### src/rtl/access_guard_map.svh
// Register offsets, field positions, reset values and sizes of the access guard
// Functional notes
// - A violating flash or RAM transfer is blocked and never reaches memory.
// - A blocked read returns all-zero read data.
// - A violation drives the bus error line back to the initiating master.
// - Core security breach on flash or RAM raises security violation fault.
// - Core read/write/execute breach raises bus access fault plus memory event.
// - Flash violation event for every flash violation except core security breach.
// - RAM violation event for every RAM violation except core security breach.
// - Non-core masters get read-zero/write-ignore and the memory event.
// - Core security breach with another breach reports only the security fault.
// - Each violation event can raise an interrupt under an enable bit.
// - Factory and user configuration spaces are always secure.
// - Factory info space is read only; writes are violations.
// - User config space allows secure reads and writes only.
// - Fetch from config spaces is a violation unless debug is active.
// - RAM splits into 32 regions of 8 KiB, indexed by upper address bits.
// - Reads check read, writes check write, fetches check execute only.
// - Secure region accepts only secure transfers.
// - Region lock bit freezes that region's permissions until reset.
// - Callable sub-region sits at top of selected region, growing down.
// - Callable sub-region exists only with non-zero size and secure region.
// - Two descriptors on one region give one sub-region of the larger size.
// - Descriptor on non-secure region creates nothing; region stays non-secure.
// - Flash splits into 32 regions of 32 KiB; write permission governs erase.
// - Flash callable sub-regions follow the same rules as RAM ones.
`ifndef ACCESS_GUARD_MAP_SVH
`define ACCESS_GUARD_MAP_SVH
`define AG_FLASH_REGION_BASE 12'h000
`define AG_RAM_REGION_BASE 12'h080
`define AG_FLASH_NSC_BASE 12'h100
`define AG_RAM_NSC_BASE 12'h110
`define AG_EVENT_FLASH 12'h200
`define AG_EVENT_RAM 12'h204
`define AG_INTEN 12'h208
`define AG_STATUS 12'h20c
`define AG_PERM_EXEC 0
`define AG_PERM_WRITE 1
`define AG_PERM_READ 2
`define AG_PERM_SECURE 4
`define AG_PERM_LOCK 8
`define AG_PERM_RESET 4'h7
`define AG_NSC_SIZE_LSB 8
`define AG_FLASH_REGION_LSB 15
`define AG_RAM_REGION_LSB 13
`define AG_NSC_UNIT_FLASH 10
`define AG_NSC_UNIT_RAM 8
`define AG_NSC_DESC 2
`endif

### src/rtl/access_guard_pkg.sv
// Types shared by the access guard
package access_guard_pkg;
	typedef enum logic [1:0] {
		acc_read,
		acc_write,
		acc_fetch
	} acc_kind_t;
	typedef enum logic [1:0] {
		mem_none,
		mem_flash,
		mem_ram,
		mem_config
	} mem_target_t;
	typedef logic [3:0] perm_t;
endpackage

### src/rtl/flash_ram_access_guard.sv
// Access guard for flash, RAM and configuration spaces with its register port
`include "access_guard_map.svh"
module flash_ram_access_guard (
	input wire logic core_clk_i,
	input wire logic rst_i,
	input wire logic [11:0] reg_addr_i,
	input wire logic [31:0] reg_wdata_i,
	input wire logic reg_wr_i,
	input wire logic reg_rd_i,
	output logic [31:0] reg_rdata_o,
	input wire logic req_valid_i,
	input wire logic [1:0] req_target_i,
	input wire logic [19:0] req_addr_i,
	input wire logic [1:0] req_kind_i,
	input wire logic req_secure_i,
	input wire logic req_from_core_i,
	input wire logic req_factory_i,
	input wire logic debug_active_i,
	input wire logic [31:0] req_wdata_i,
	input wire logic [31:0] mem_rdata_i,
	output logic mem_valid_o,
	output logic [19:0] mem_addr_o,
	output logic [1:0] mem_kind_o,
	output logic [31:0] mem_wdata_o,
	output logic [31:0] resp_rdata_o,
	output logic resp_valid_o,
	output logic resp_error_o,
	output logic security_violation_fault_o,
	output logic bus_access_fault_o,
	output logic flash_violation_event_o,
	output logic ram_violation_event_o,
	output logic irq_o
);
	access_guard_pkg::perm_t flash_perm_r [32];
	access_guard_pkg::perm_t ram_perm_r [32];
	logic [31:0] flash_lock_r;
	logic [31:0] ram_lock_r;
	logic [4:0] flash_nsc_sel_r [2];
	logic [4:0] flash_nsc_size_r [2];
	logic [4:0] ram_nsc_sel_r [2];
	logic [4:0] ram_nsc_size_r [2];
	logic flash_evt_r;
	logic ram_evt_r;
	logic [1:0] inten_r;
	logic rd_pend_r;
	logic blocked_rd_r;
	logic [31:0] reg_rdata_nxt;
	logic [4:0] idx;
	access_guard_pkg::perm_t perm;
	logic [4:0] flash_idx;
	logic [4:0] ram_idx;
	logic [14:0] flash_offs;
	logic [12:0] ram_offs;
	logic flash_in_nsc;
	logic ram_in_nsc;
	logic in_nsc;
	logic sec_viol;
	logic rwx_viol;
	logic viol;
	logic wr_ok_flash;
	logic wr_ok_ram;
	logic flash_hit;
	logic ram_hit;
	logic cfg_hit;

	// Region index and offset come straight from the transfer address
	assign flash_idx = req_addr_i[19:15];
	assign flash_offs = req_addr_i[14:0];
	assign ram_idx = req_addr_i[17:13];
	assign ram_offs = req_addr_i[12:0];

	// Flash callable area, sized in 1 KiB steps
	callable_window #(
		.offs_w(`AG_FLASH_REGION_LSB),
		.unit_w(`AG_NSC_UNIT_FLASH)
	) flash_window_inst (
		.idx_i(flash_idx),
		.offs_i(flash_offs),
		.secure_i(flash_perm_r[flash_idx][3]),
		.sel0_i(flash_nsc_sel_r[0]),
		.size0_i(flash_nsc_size_r[0]),
		.sel1_i(flash_nsc_sel_r[1]),
		.size1_i(flash_nsc_size_r[1]),
		.in_nsc_o(flash_in_nsc)
	);

	// RAM callable area, sized in 256 byte steps
	callable_window #(
		.offs_w(`AG_RAM_REGION_LSB),
		.unit_w(`AG_NSC_UNIT_RAM)
	) ram_window_inst (
		.idx_i(ram_idx),
		.offs_i(ram_offs),
		.secure_i(ram_perm_r[ram_idx][3]),
		.sel0_i(ram_nsc_sel_r[0]),
		.size0_i(ram_nsc_size_r[0]),
		.sel1_i(ram_nsc_sel_r[1]),
		.size1_i(ram_nsc_size_r[1]),
		.in_nsc_o(ram_in_nsc)
	);

	// Permission lookup and violation classification
	always_comb begin
		idx = 5'h00;
		perm = 4'h0;
		in_nsc = 1'b0;
		sec_viol = 1'b0;
		rwx_viol = 1'b0;
		flash_hit = req_target_i == 2'(access_guard_pkg::mem_flash);
		ram_hit = req_target_i == 2'(access_guard_pkg::mem_ram);
		cfg_hit = req_target_i == 2'(access_guard_pkg::mem_config);
		if (flash_hit) begin
			idx = flash_idx;
			perm = flash_perm_r[idx];
			in_nsc = flash_in_nsc;
		end else if (ram_hit) begin
			idx = ram_idx;
			perm = ram_perm_r[idx];
			in_nsc = ram_in_nsc;
		end
		if (flash_hit || ram_hit) begin
			// Callable area lets non-secure fetches in, the entry point itself
			sec_viol = perm[3] && !req_secure_i &&
				!(in_nsc && req_kind_i == 2'(access_guard_pkg::acc_fetch));
			case (req_kind_i)
				2'(access_guard_pkg::acc_read): rwx_viol = !perm[2];
				2'(access_guard_pkg::acc_write): rwx_viol = !perm[1];
				default: rwx_viol = !perm[0];
			endcase
		end else if (cfg_hit) begin
			sec_viol = !req_secure_i;
			rwx_viol = (req_factory_i && req_kind_i == 2'(access_guard_pkg::acc_write)) ||
				(req_kind_i == 2'(access_guard_pkg::acc_fetch) && !debug_active_i);
		end
		viol = req_valid_i && (sec_viol || rwx_viol);
	end

	// Forwarded transfer; a blocked one never reaches memory
	always_ff @(posedge core_clk_i or posedge rst_i) begin
		if (rst_i) begin
			mem_valid_o <= 1'b0;
			mem_addr_o <= 20'h00000;
			mem_kind_o <= 2'h0;
			mem_wdata_o <= 32'h00000000;
		end else begin
			mem_valid_o <= req_valid_i && !viol;
			mem_addr_o <= req_addr_i;
			mem_kind_o <= req_kind_i;
			// Zeroed too, so an ignored write cannot leak data downstream
			mem_wdata_o <= viol ? 32'h00000000 : req_wdata_i;
		end
	end

	// Response and error line back to the initiating master
	always_ff @(posedge core_clk_i or posedge rst_i) begin
		if (rst_i) begin
			resp_valid_o <= 1'b0;
			resp_error_o <= 1'b0;
		end else begin
			resp_valid_o <= req_valid_i;
			resp_error_o <= viol;
		end
	end

	// Core faults; a security breach hides any permission breach
	always_ff @(posedge core_clk_i or posedge rst_i) begin
		if (rst_i) begin
			security_violation_fault_o <= 1'b0;
			bus_access_fault_o <= 1'b0;
		end else begin
			security_violation_fault_o <= viol && req_from_core_i && sec_viol;
			bus_access_fault_o <= viol && req_from_core_i && !sec_viol;
		end
	end

	// Read tracking, so read data can be forced one cycle later
	always_ff @(posedge core_clk_i or posedge rst_i) begin
		if (rst_i) begin
			rd_pend_r <= 1'b0;
			blocked_rd_r <= 1'b0;
		end else begin
			rd_pend_r <= req_valid_i && req_kind_i != 2'(access_guard_pkg::acc_write);
			blocked_rd_r <= viol;
		end
	end

	// Read data is forced to zero for a blocked read
	always_ff @(posedge core_clk_i or posedge rst_i) begin
		if (rst_i) begin
			resp_rdata_o <= 32'h00000000;
		end else if (rd_pend_r) begin
			resp_rdata_o <= blocked_rd_r ? 32'h00000000 : mem_rdata_i;
		end
	end

	// Sticky flash event; set wins over a clear in the same cycle
	always_ff @(posedge core_clk_i or posedge rst_i) begin
		if (rst_i) begin
			flash_evt_r <= 1'b0;
		end else if (viol && flash_hit && !(req_from_core_i && sec_viol)) begin
			flash_evt_r <= 1'b1;
		end else if (reg_wr_i && reg_addr_i == `AG_EVENT_FLASH && !reg_wdata_i[0]) begin
			flash_evt_r <= 1'b0;
		end
	end

	// Sticky RAM event; set wins over a clear in the same cycle
	always_ff @(posedge core_clk_i or posedge rst_i) begin
		if (rst_i) begin
			ram_evt_r <= 1'b0;
		end else if (viol && ram_hit && !(req_from_core_i && sec_viol)) begin
			ram_evt_r <= 1'b1;
		end else if (reg_wr_i && reg_addr_i == `AG_EVENT_RAM && !reg_wdata_i[0]) begin
			ram_evt_r <= 1'b0;
		end
	end

	// Interrupt lags its event by one cycle, traded for a registered output
	always_ff @(posedge core_clk_i or posedge rst_i) begin
		if (rst_i) begin
			irq_o <= 1'b0;
		end else begin
			irq_o <= (flash_evt_r && inten_r[0]) || (ram_evt_r && inten_r[1]);
		end
	end
	assign flash_violation_event_o = flash_evt_r;
	assign ram_violation_event_o = ram_evt_r;

	// Permission and lock registers
	assign wr_ok_flash = reg_wr_i && reg_addr_i[11:7] == 5'h00;
	assign wr_ok_ram = reg_wr_i && reg_addr_i[11:7] == 5'h01;
	// Flash region table; a locked entry ignores writes until reset
	always_ff @(posedge core_clk_i or posedge rst_i) begin
		if (rst_i) begin
			for (int i = 0; i < 32; i++) begin
				flash_perm_r[i] <= `AG_PERM_RESET;
			end
			flash_lock_r <= 32'h00000000;
		end else if (wr_ok_flash && !flash_lock_r[reg_addr_i[6:2]]) begin
			flash_perm_r[reg_addr_i[6:2]] <= {reg_wdata_i[`AG_PERM_SECURE],
				reg_wdata_i[`AG_PERM_READ:`AG_PERM_EXEC]};
			flash_lock_r[reg_addr_i[6:2]] <= reg_wdata_i[`AG_PERM_LOCK];
		end
	end

	// RAM region table; a locked entry ignores writes until reset
	always_ff @(posedge core_clk_i or posedge rst_i) begin
		if (rst_i) begin
			for (int i = 0; i < 32; i++) begin
				ram_perm_r[i] <= `AG_PERM_RESET;
			end
			ram_lock_r <= 32'h00000000;
		end else if (wr_ok_ram && !ram_lock_r[reg_addr_i[6:2]]) begin
			ram_perm_r[reg_addr_i[6:2]] <= {reg_wdata_i[`AG_PERM_SECURE],
				reg_wdata_i[`AG_PERM_READ:`AG_PERM_EXEC]};
			ram_lock_r[reg_addr_i[6:2]] <= reg_wdata_i[`AG_PERM_LOCK];
		end
	end

	// Flash sub-region descriptors; they are not covered by region locks
	always_ff @(posedge core_clk_i or posedge rst_i) begin
		if (rst_i) begin
			for (int i = 0; i < `AG_NSC_DESC; i++) begin
				flash_nsc_sel_r[i] <= 5'h00;
				flash_nsc_size_r[i] <= 5'h00;
			end
		end else if (reg_wr_i && reg_addr_i[11:3] == 9'(`AG_FLASH_NSC_BASE >> 3)) begin
			flash_nsc_sel_r[reg_addr_i[2]] <= reg_wdata_i[4:0];
			flash_nsc_size_r[reg_addr_i[2]] <= reg_wdata_i[`AG_NSC_SIZE_LSB +: 5];
		end
	end

	// RAM sub-region descriptors
	always_ff @(posedge core_clk_i or posedge rst_i) begin
		if (rst_i) begin
			for (int i = 0; i < `AG_NSC_DESC; i++) begin
				ram_nsc_sel_r[i] <= 5'h00;
				ram_nsc_size_r[i] <= 5'h00;
			end
		end else if (reg_wr_i && reg_addr_i[11:3] == 9'(`AG_RAM_NSC_BASE >> 3)) begin
			ram_nsc_sel_r[reg_addr_i[2]] <= reg_wdata_i[4:0];
			ram_nsc_size_r[reg_addr_i[2]] <= reg_wdata_i[`AG_NSC_SIZE_LSB +: 5];
		end
	end

	// Interrupt enable
	always_ff @(posedge core_clk_i or posedge rst_i) begin
		if (rst_i) begin
			inten_r <= 2'h0;
		end else if (reg_wr_i && reg_addr_i == `AG_INTEN) begin
			inten_r <= reg_wdata_i[1:0];
		end
	end

	// Register read-back; unmapped addresses read zero
	always_comb begin
		reg_rdata_nxt = 32'h00000000;
		if (reg_addr_i[11:7] == 5'h00) begin
			reg_rdata_nxt = {23'h0, flash_lock_r[reg_addr_i[6:2]], 3'h0,
				flash_perm_r[reg_addr_i[6:2]][3], 1'b0, flash_perm_r[reg_addr_i[6:2]][2:0]};
		end else if (reg_addr_i[11:7] == 5'h01) begin
			reg_rdata_nxt = {23'h0, ram_lock_r[reg_addr_i[6:2]], 3'h0,
				ram_perm_r[reg_addr_i[6:2]][3], 1'b0, ram_perm_r[reg_addr_i[6:2]][2:0]};
		end else if (reg_addr_i[11:3] == 9'(`AG_FLASH_NSC_BASE >> 3)) begin
			reg_rdata_nxt = {19'h0, flash_nsc_size_r[reg_addr_i[2]], 3'h0,
				flash_nsc_sel_r[reg_addr_i[2]]};
		end else if (reg_addr_i[11:3] == 9'(`AG_RAM_NSC_BASE >> 3)) begin
			reg_rdata_nxt = {19'h0, ram_nsc_size_r[reg_addr_i[2]], 3'h0,
				ram_nsc_sel_r[reg_addr_i[2]]};
		end else if (reg_addr_i == `AG_EVENT_FLASH) begin
			reg_rdata_nxt = {31'h0, flash_evt_r};
		end else if (reg_addr_i == `AG_EVENT_RAM) begin
			reg_rdata_nxt = {31'h0, ram_evt_r};
		end else if (reg_addr_i == `AG_INTEN) begin
			reg_rdata_nxt = {30'h0, inten_r};
		end else if (reg_addr_i == `AG_STATUS) begin
			reg_rdata_nxt = {30'h0, ram_evt_r && inten_r[1], flash_evt_r && inten_r[0]};
		end
	end

	always_ff @(posedge core_clk_i or posedge rst_i) begin
		if (rst_i) begin
			reg_rdata_o <= 32'h00000000;
		end else if (reg_rd_i) begin
			reg_rdata_o <= reg_rdata_nxt;
		end
	end
endmodule

// Callable sub-region test for one memory: top of the selected region, growing down
module callable_window #(
	parameter int offs_w = 15,
	parameter int unit_w = 10
) (
	input wire logic [4:0] idx_i,
	input wire logic [offs_w-1:0] offs_i,
	input wire logic secure_i,
	input wire logic [4:0] sel0_i,
	input wire logic [4:0] size0_i,
	input wire logic [4:0] sel1_i,
	input wire logic [4:0] size1_i,
	output logic in_nsc_o
);
	logic [4:0] size0;
	logic [4:0] size1;
	logic [4:0] nsc_size;
	logic [offs_w-1:0] span;
	logic [offs_w-1:0] limit;

	// A descriptor only counts for the region it selects
	assign size0 = sel0_i == idx_i ? size0_i : 5'h00;
	assign size1 = sel1_i == idx_i ? size1_i : 5'h00;
	// Two descriptors on one region merge into the larger area
	assign nsc_size = size0 > size1 ? size0 : size1;
	// Size field times the step width; five size bits fill the offset
	assign span = offs_w'({nsc_size, {unit_w{1'b0}}});
	assign limit = {offs_w{1'b1}} - span;
	// A non-secure region never gets a callable area
	assign in_nsc_o = secure_i && nsc_size != 5'h00 && offs_i > limit;
endmodule

### config.mk
export PLATFORM = sky130hd
export DESIGN_NAME = flash_ram_access_guard
export DESIGN_NICKNAME = d
export VERILOG_FILES = /design/src/rtl/access_guard_pkg.sv /design/src/rtl/flash_ram_access_guard.sv
export VERILOG_INCLUDE_DIRS = /design/src /design/src/rtl
export SDC_FILE = /design/constraint.sdc
export NUM_CORES = 1
export LEC_CHECK = 0
export ABC_AREA = 1
export ABC_CLOCK_PERIOD_IN_PS = 40500
export BUFFER_PORTS_ARGS = -buffer_cell sky130_fd_sc_hd__buf_2
export CORE_MARGIN = 2
export CORE_UTILIZATION = 30
export CTS_BUF_LIST = sky130_fd_sc_hd__clkbuf_2 sky130_fd_sc_hd__clkbuf_4 sky130_fd_sc_hd__clkbuf_8
export CTS_CLUSTER_DIAMETER = 60
export CTS_CLUSTER_SIZE = 40
export DETAILED_ROUTE_END_ITERATION = 8
export PLACE_DENSITY = 0.52
export SLEW_MARGIN = 15
export SYNTH_ARGS = -nofsm -noshare
export SYNTH_HDL_FRONTEND = slang
export SYNTH_SLANG_ARGS = --single-unit
### constraint.sdc
create_clock -name core_clk_i -period 40.5 [get_ports core_clk_i]
set_clock_uncertainty 0.1 [all_clocks]
set_input_delay 2.025 -clock core_clk_i [delete_from_list [all_inputs] [get_ports core_clk_i]]
set_output_delay 2.025 -clock core_clk_i [all_outputs]
set_load 0.02 [all_outputs]
==> out/metrics.cfg <==
[status]
status=finished clean

[detailed_routing]
drc_errors=0
drt_iter0_markers=1754
vias_per_cell=4.96
vias=21100
drt_wl_total_um=85300
firstDrtPassIters=5
wire_per_inst_um=20.1
ant_nets=0

[worst_setup_path]
critPathLaunchType=primary input
critical_path.max_stage_delay_ns=0.61
worst-path-max-fanout=33
cpMostUsedCell=nand2_1
slowest_stage=inv_4
critPathArrivalTime_ns=7.43
critPathRequiredTime_ns=40.92
setup.worst_path.class=primary input to flop
worst_setup_path_end_kind=flop

[sta]
fmax_ghz=0.143
grt_setup_unrepaired=no
setup-violations-final=0
hold-worst-slack_ns=0.368
worst_slew_pin_slew_ns=1.03
post-route-min-period_ns=7.01
max-slew-margin-rel_pct=31.1
fin_crit_sh_pct=17.3
hold_violations=0
report.final.slew_viol_count=0
fin_tns_setup_ns=0

[pwr]
power_leakage_uw=0.0119
pwr-share-comb_pct=12.9
p_sw_share_pct=32.0
power.total_uw=959
switching_power_uw=307
pwr-share-clk_pct=36.2
vdd_drop_max_mv=0.0295
power_density_nw_per_um2=35.2
p_int_uw=652
sequentialPowerShare_pct=50.9

[floorplan]
die_area_um2=83200
row_count=104
initial_core_util_pct=30.2
fp.dieH_um=288
io_pins=267
coreArea_um2=80300
fp.dieW_um=288

[clocking]
post_cts_buffers=0
clkLatencyLatePin_ns=0.72
clkSlewWorstSetupHoldPaths_ns=0.09
htreeDepth=2
clock_path_buffers=3
cts_tree=yes
cts.sinks=467
cts-root-buf=clkbuf_8
cts-resized-gates=0
cts_buffers=45
hold_buffers=0

[final_layout]
layout_common_cells=676 x nand2_1, 329 x inv_1, 285 x o21ai_0
fin_area_um2=27200
multi_input_area_um2=10200
regArea_um2=11900
fillers=8641
layout-drive-gt1-share_pct=21.2
nets=3312
syn_to_final_growth_pct=12.2
final_common_cell=nand2_1
fin_cells=4250

[global_routing]
grt_overflow=0
grt.total_usage_pct=20.2
grt_pass1_wl_um=128000
grt_pass1_vias=20100
antenna_found_initial=7
grt_max_degree=100

[yosys]
synthSimpleGateAreaFrac_pct=22.1
yosysWarnings=0
syn_inst=2998
syn_avg_cell_area_um2=8.10
synth.area.mux_share_pct=0.124
synth_compound_area_share_pct=17.9
ys_seq_area_share_pct=49.1
syn-cell-area_um2=24300
synth_top_family_by_area=simple AND/OR/NAND/NOR gates
synth.area.top_cells=dfrtp_1 28%, dfstp_2 21%, nand2_1 10%, o21ai_0 5.9%, inv_1 5.2%
ys_ff_latch=467
yosys.area_share.xor_xnor_pct=0.144
yosysTopAreaCellShare_pct=28.3
yosys.area.top_type=dfrtp_1
synthAdderAreaFrac_pct=1.19
synthDistinctLibCells=48

[place]
gp_congestion=0.832
placed_cells=4161
hpwlAfterDp_um=55300
dpl_cell_area_um2=26200
port_buffers=222

[min_path]
hp-class=flop to flop

[run]
drv_cap=0

[cell type report]
class                           instances  share of cell area, %
Timing Repair Buffer                  262                   5.19
Tap cell                             1060                   4.87
Clock inverter                         33                   1.43
Multi-Input combinational cell       2023                   37.3
Inverter                              349                   4.84
Antenna cell                            5                 0.0459
Clock buffer                           51                   2.51
Sequential cell                       467                   43.8
[metrics by stage]
step / util [%] / setup WS [ns]
after floorplan: - / 25.67
after global placement: 32.6 / 32.89
after detailed placement: 32.6 / 32.82
after CTS: 33.9 / 33.57
after global routing: 33.9 / 32.83
final: 33.9 / 33.49
[metal layers]
layer / wire, µm / share of wire, % / track usage [%]
met5: 25 / 0.029 / 0
met3: 4930 / 5.8 / 2.62
met4: 2900 / 3.4 / 7.32
met2: 39400 / 46 / 32.2
met1: 38100 / 45 / 28.0
[kinds of logic after synthesis]
family,after synthesis
simple gates,1200
compound gates,771
buf+inv,529
flops,467
fa+ha+maj,23
xor+xnor,4
mux,3
other cells,1
[worst paths after layout]
kind | from | endpoint | slack [ns] | depth (start not counted)
setup reg to reg | flash_nsc_sel_r[2] | mem_wdata_o[0] | 35.39 | 30
hold reg to reg | ram_lock_r[24] | ram_lock_r[24] | 0.37 | 2
hold / removal | ram_lock_r[24] | ram_lock_r[24] | 0.37 | 2
setup / recovery | req_addr_i[17] | mem_wdata_o[0] | 33.49 | 32
max in group asynchronous | rst_i | flash_perm_r[3] | 36.69 | 4
min in group asynchronous | rst_i | resp_rdata_o[3] | 1.33 | 2
[synthesized netlist by cell type, drive strengths merged]
library cell,count
a2111oi,1
a221o,2
nand2,744
o32ai,1
o221ai,16
a22oi,51
o31ai,2
nand3,186
dfrtp,275
o22ai,66
a31oi,1
inv,348
ha,23
o211ai,24
nor4,3
a21boi,1
a221oi,13
o21ai,524
o21a,1
dfstp,192
nor2,218
nand4,33
mux2i,3
nor3b,1
a211oi,3
or2,4
o2111ai,9
nor3,11
clkbuf,88
buf,92
a21oi,39
xnor2,4
conb,1
clkinv,1
o21bai,17
[critical path, delay by kind of cell]
family,cells,cell delay (ns)
and+or+nand+nor,16,1.81
buffers and inverters,7,1.70
adders and majority gates,2,0.59
AOI/OAI and AO/OA,7,1.18
[flip-flops by register name, summed over array words and instances (netlist names), 2 cells and up]
name              count
ram_nsc_sel_r        10
flash_nsc_size_r     10
resp_rdata_o         32
mem_wdata_o          32
mem_addr_o           20
ram_perm_r          128
flash_lock_r         32
inten_r               2
mem_kind_o            2
flash_perm_r        128
ram_lock_r           32
flash_nsc_sel_r      10
reg_rdata_o          10
ram_nsc_size_r       10
[power groups by stage]
stage               combinational, µW  clock, µW  sequential [µW]
floorplan                        66.6          0              506
global placement                  124          0              496
detailed placement                124          0              496
CTS                               124        358              488
global route                      134        376              490
finish                            124        348              488
Power figures use the tool's default switching activity.
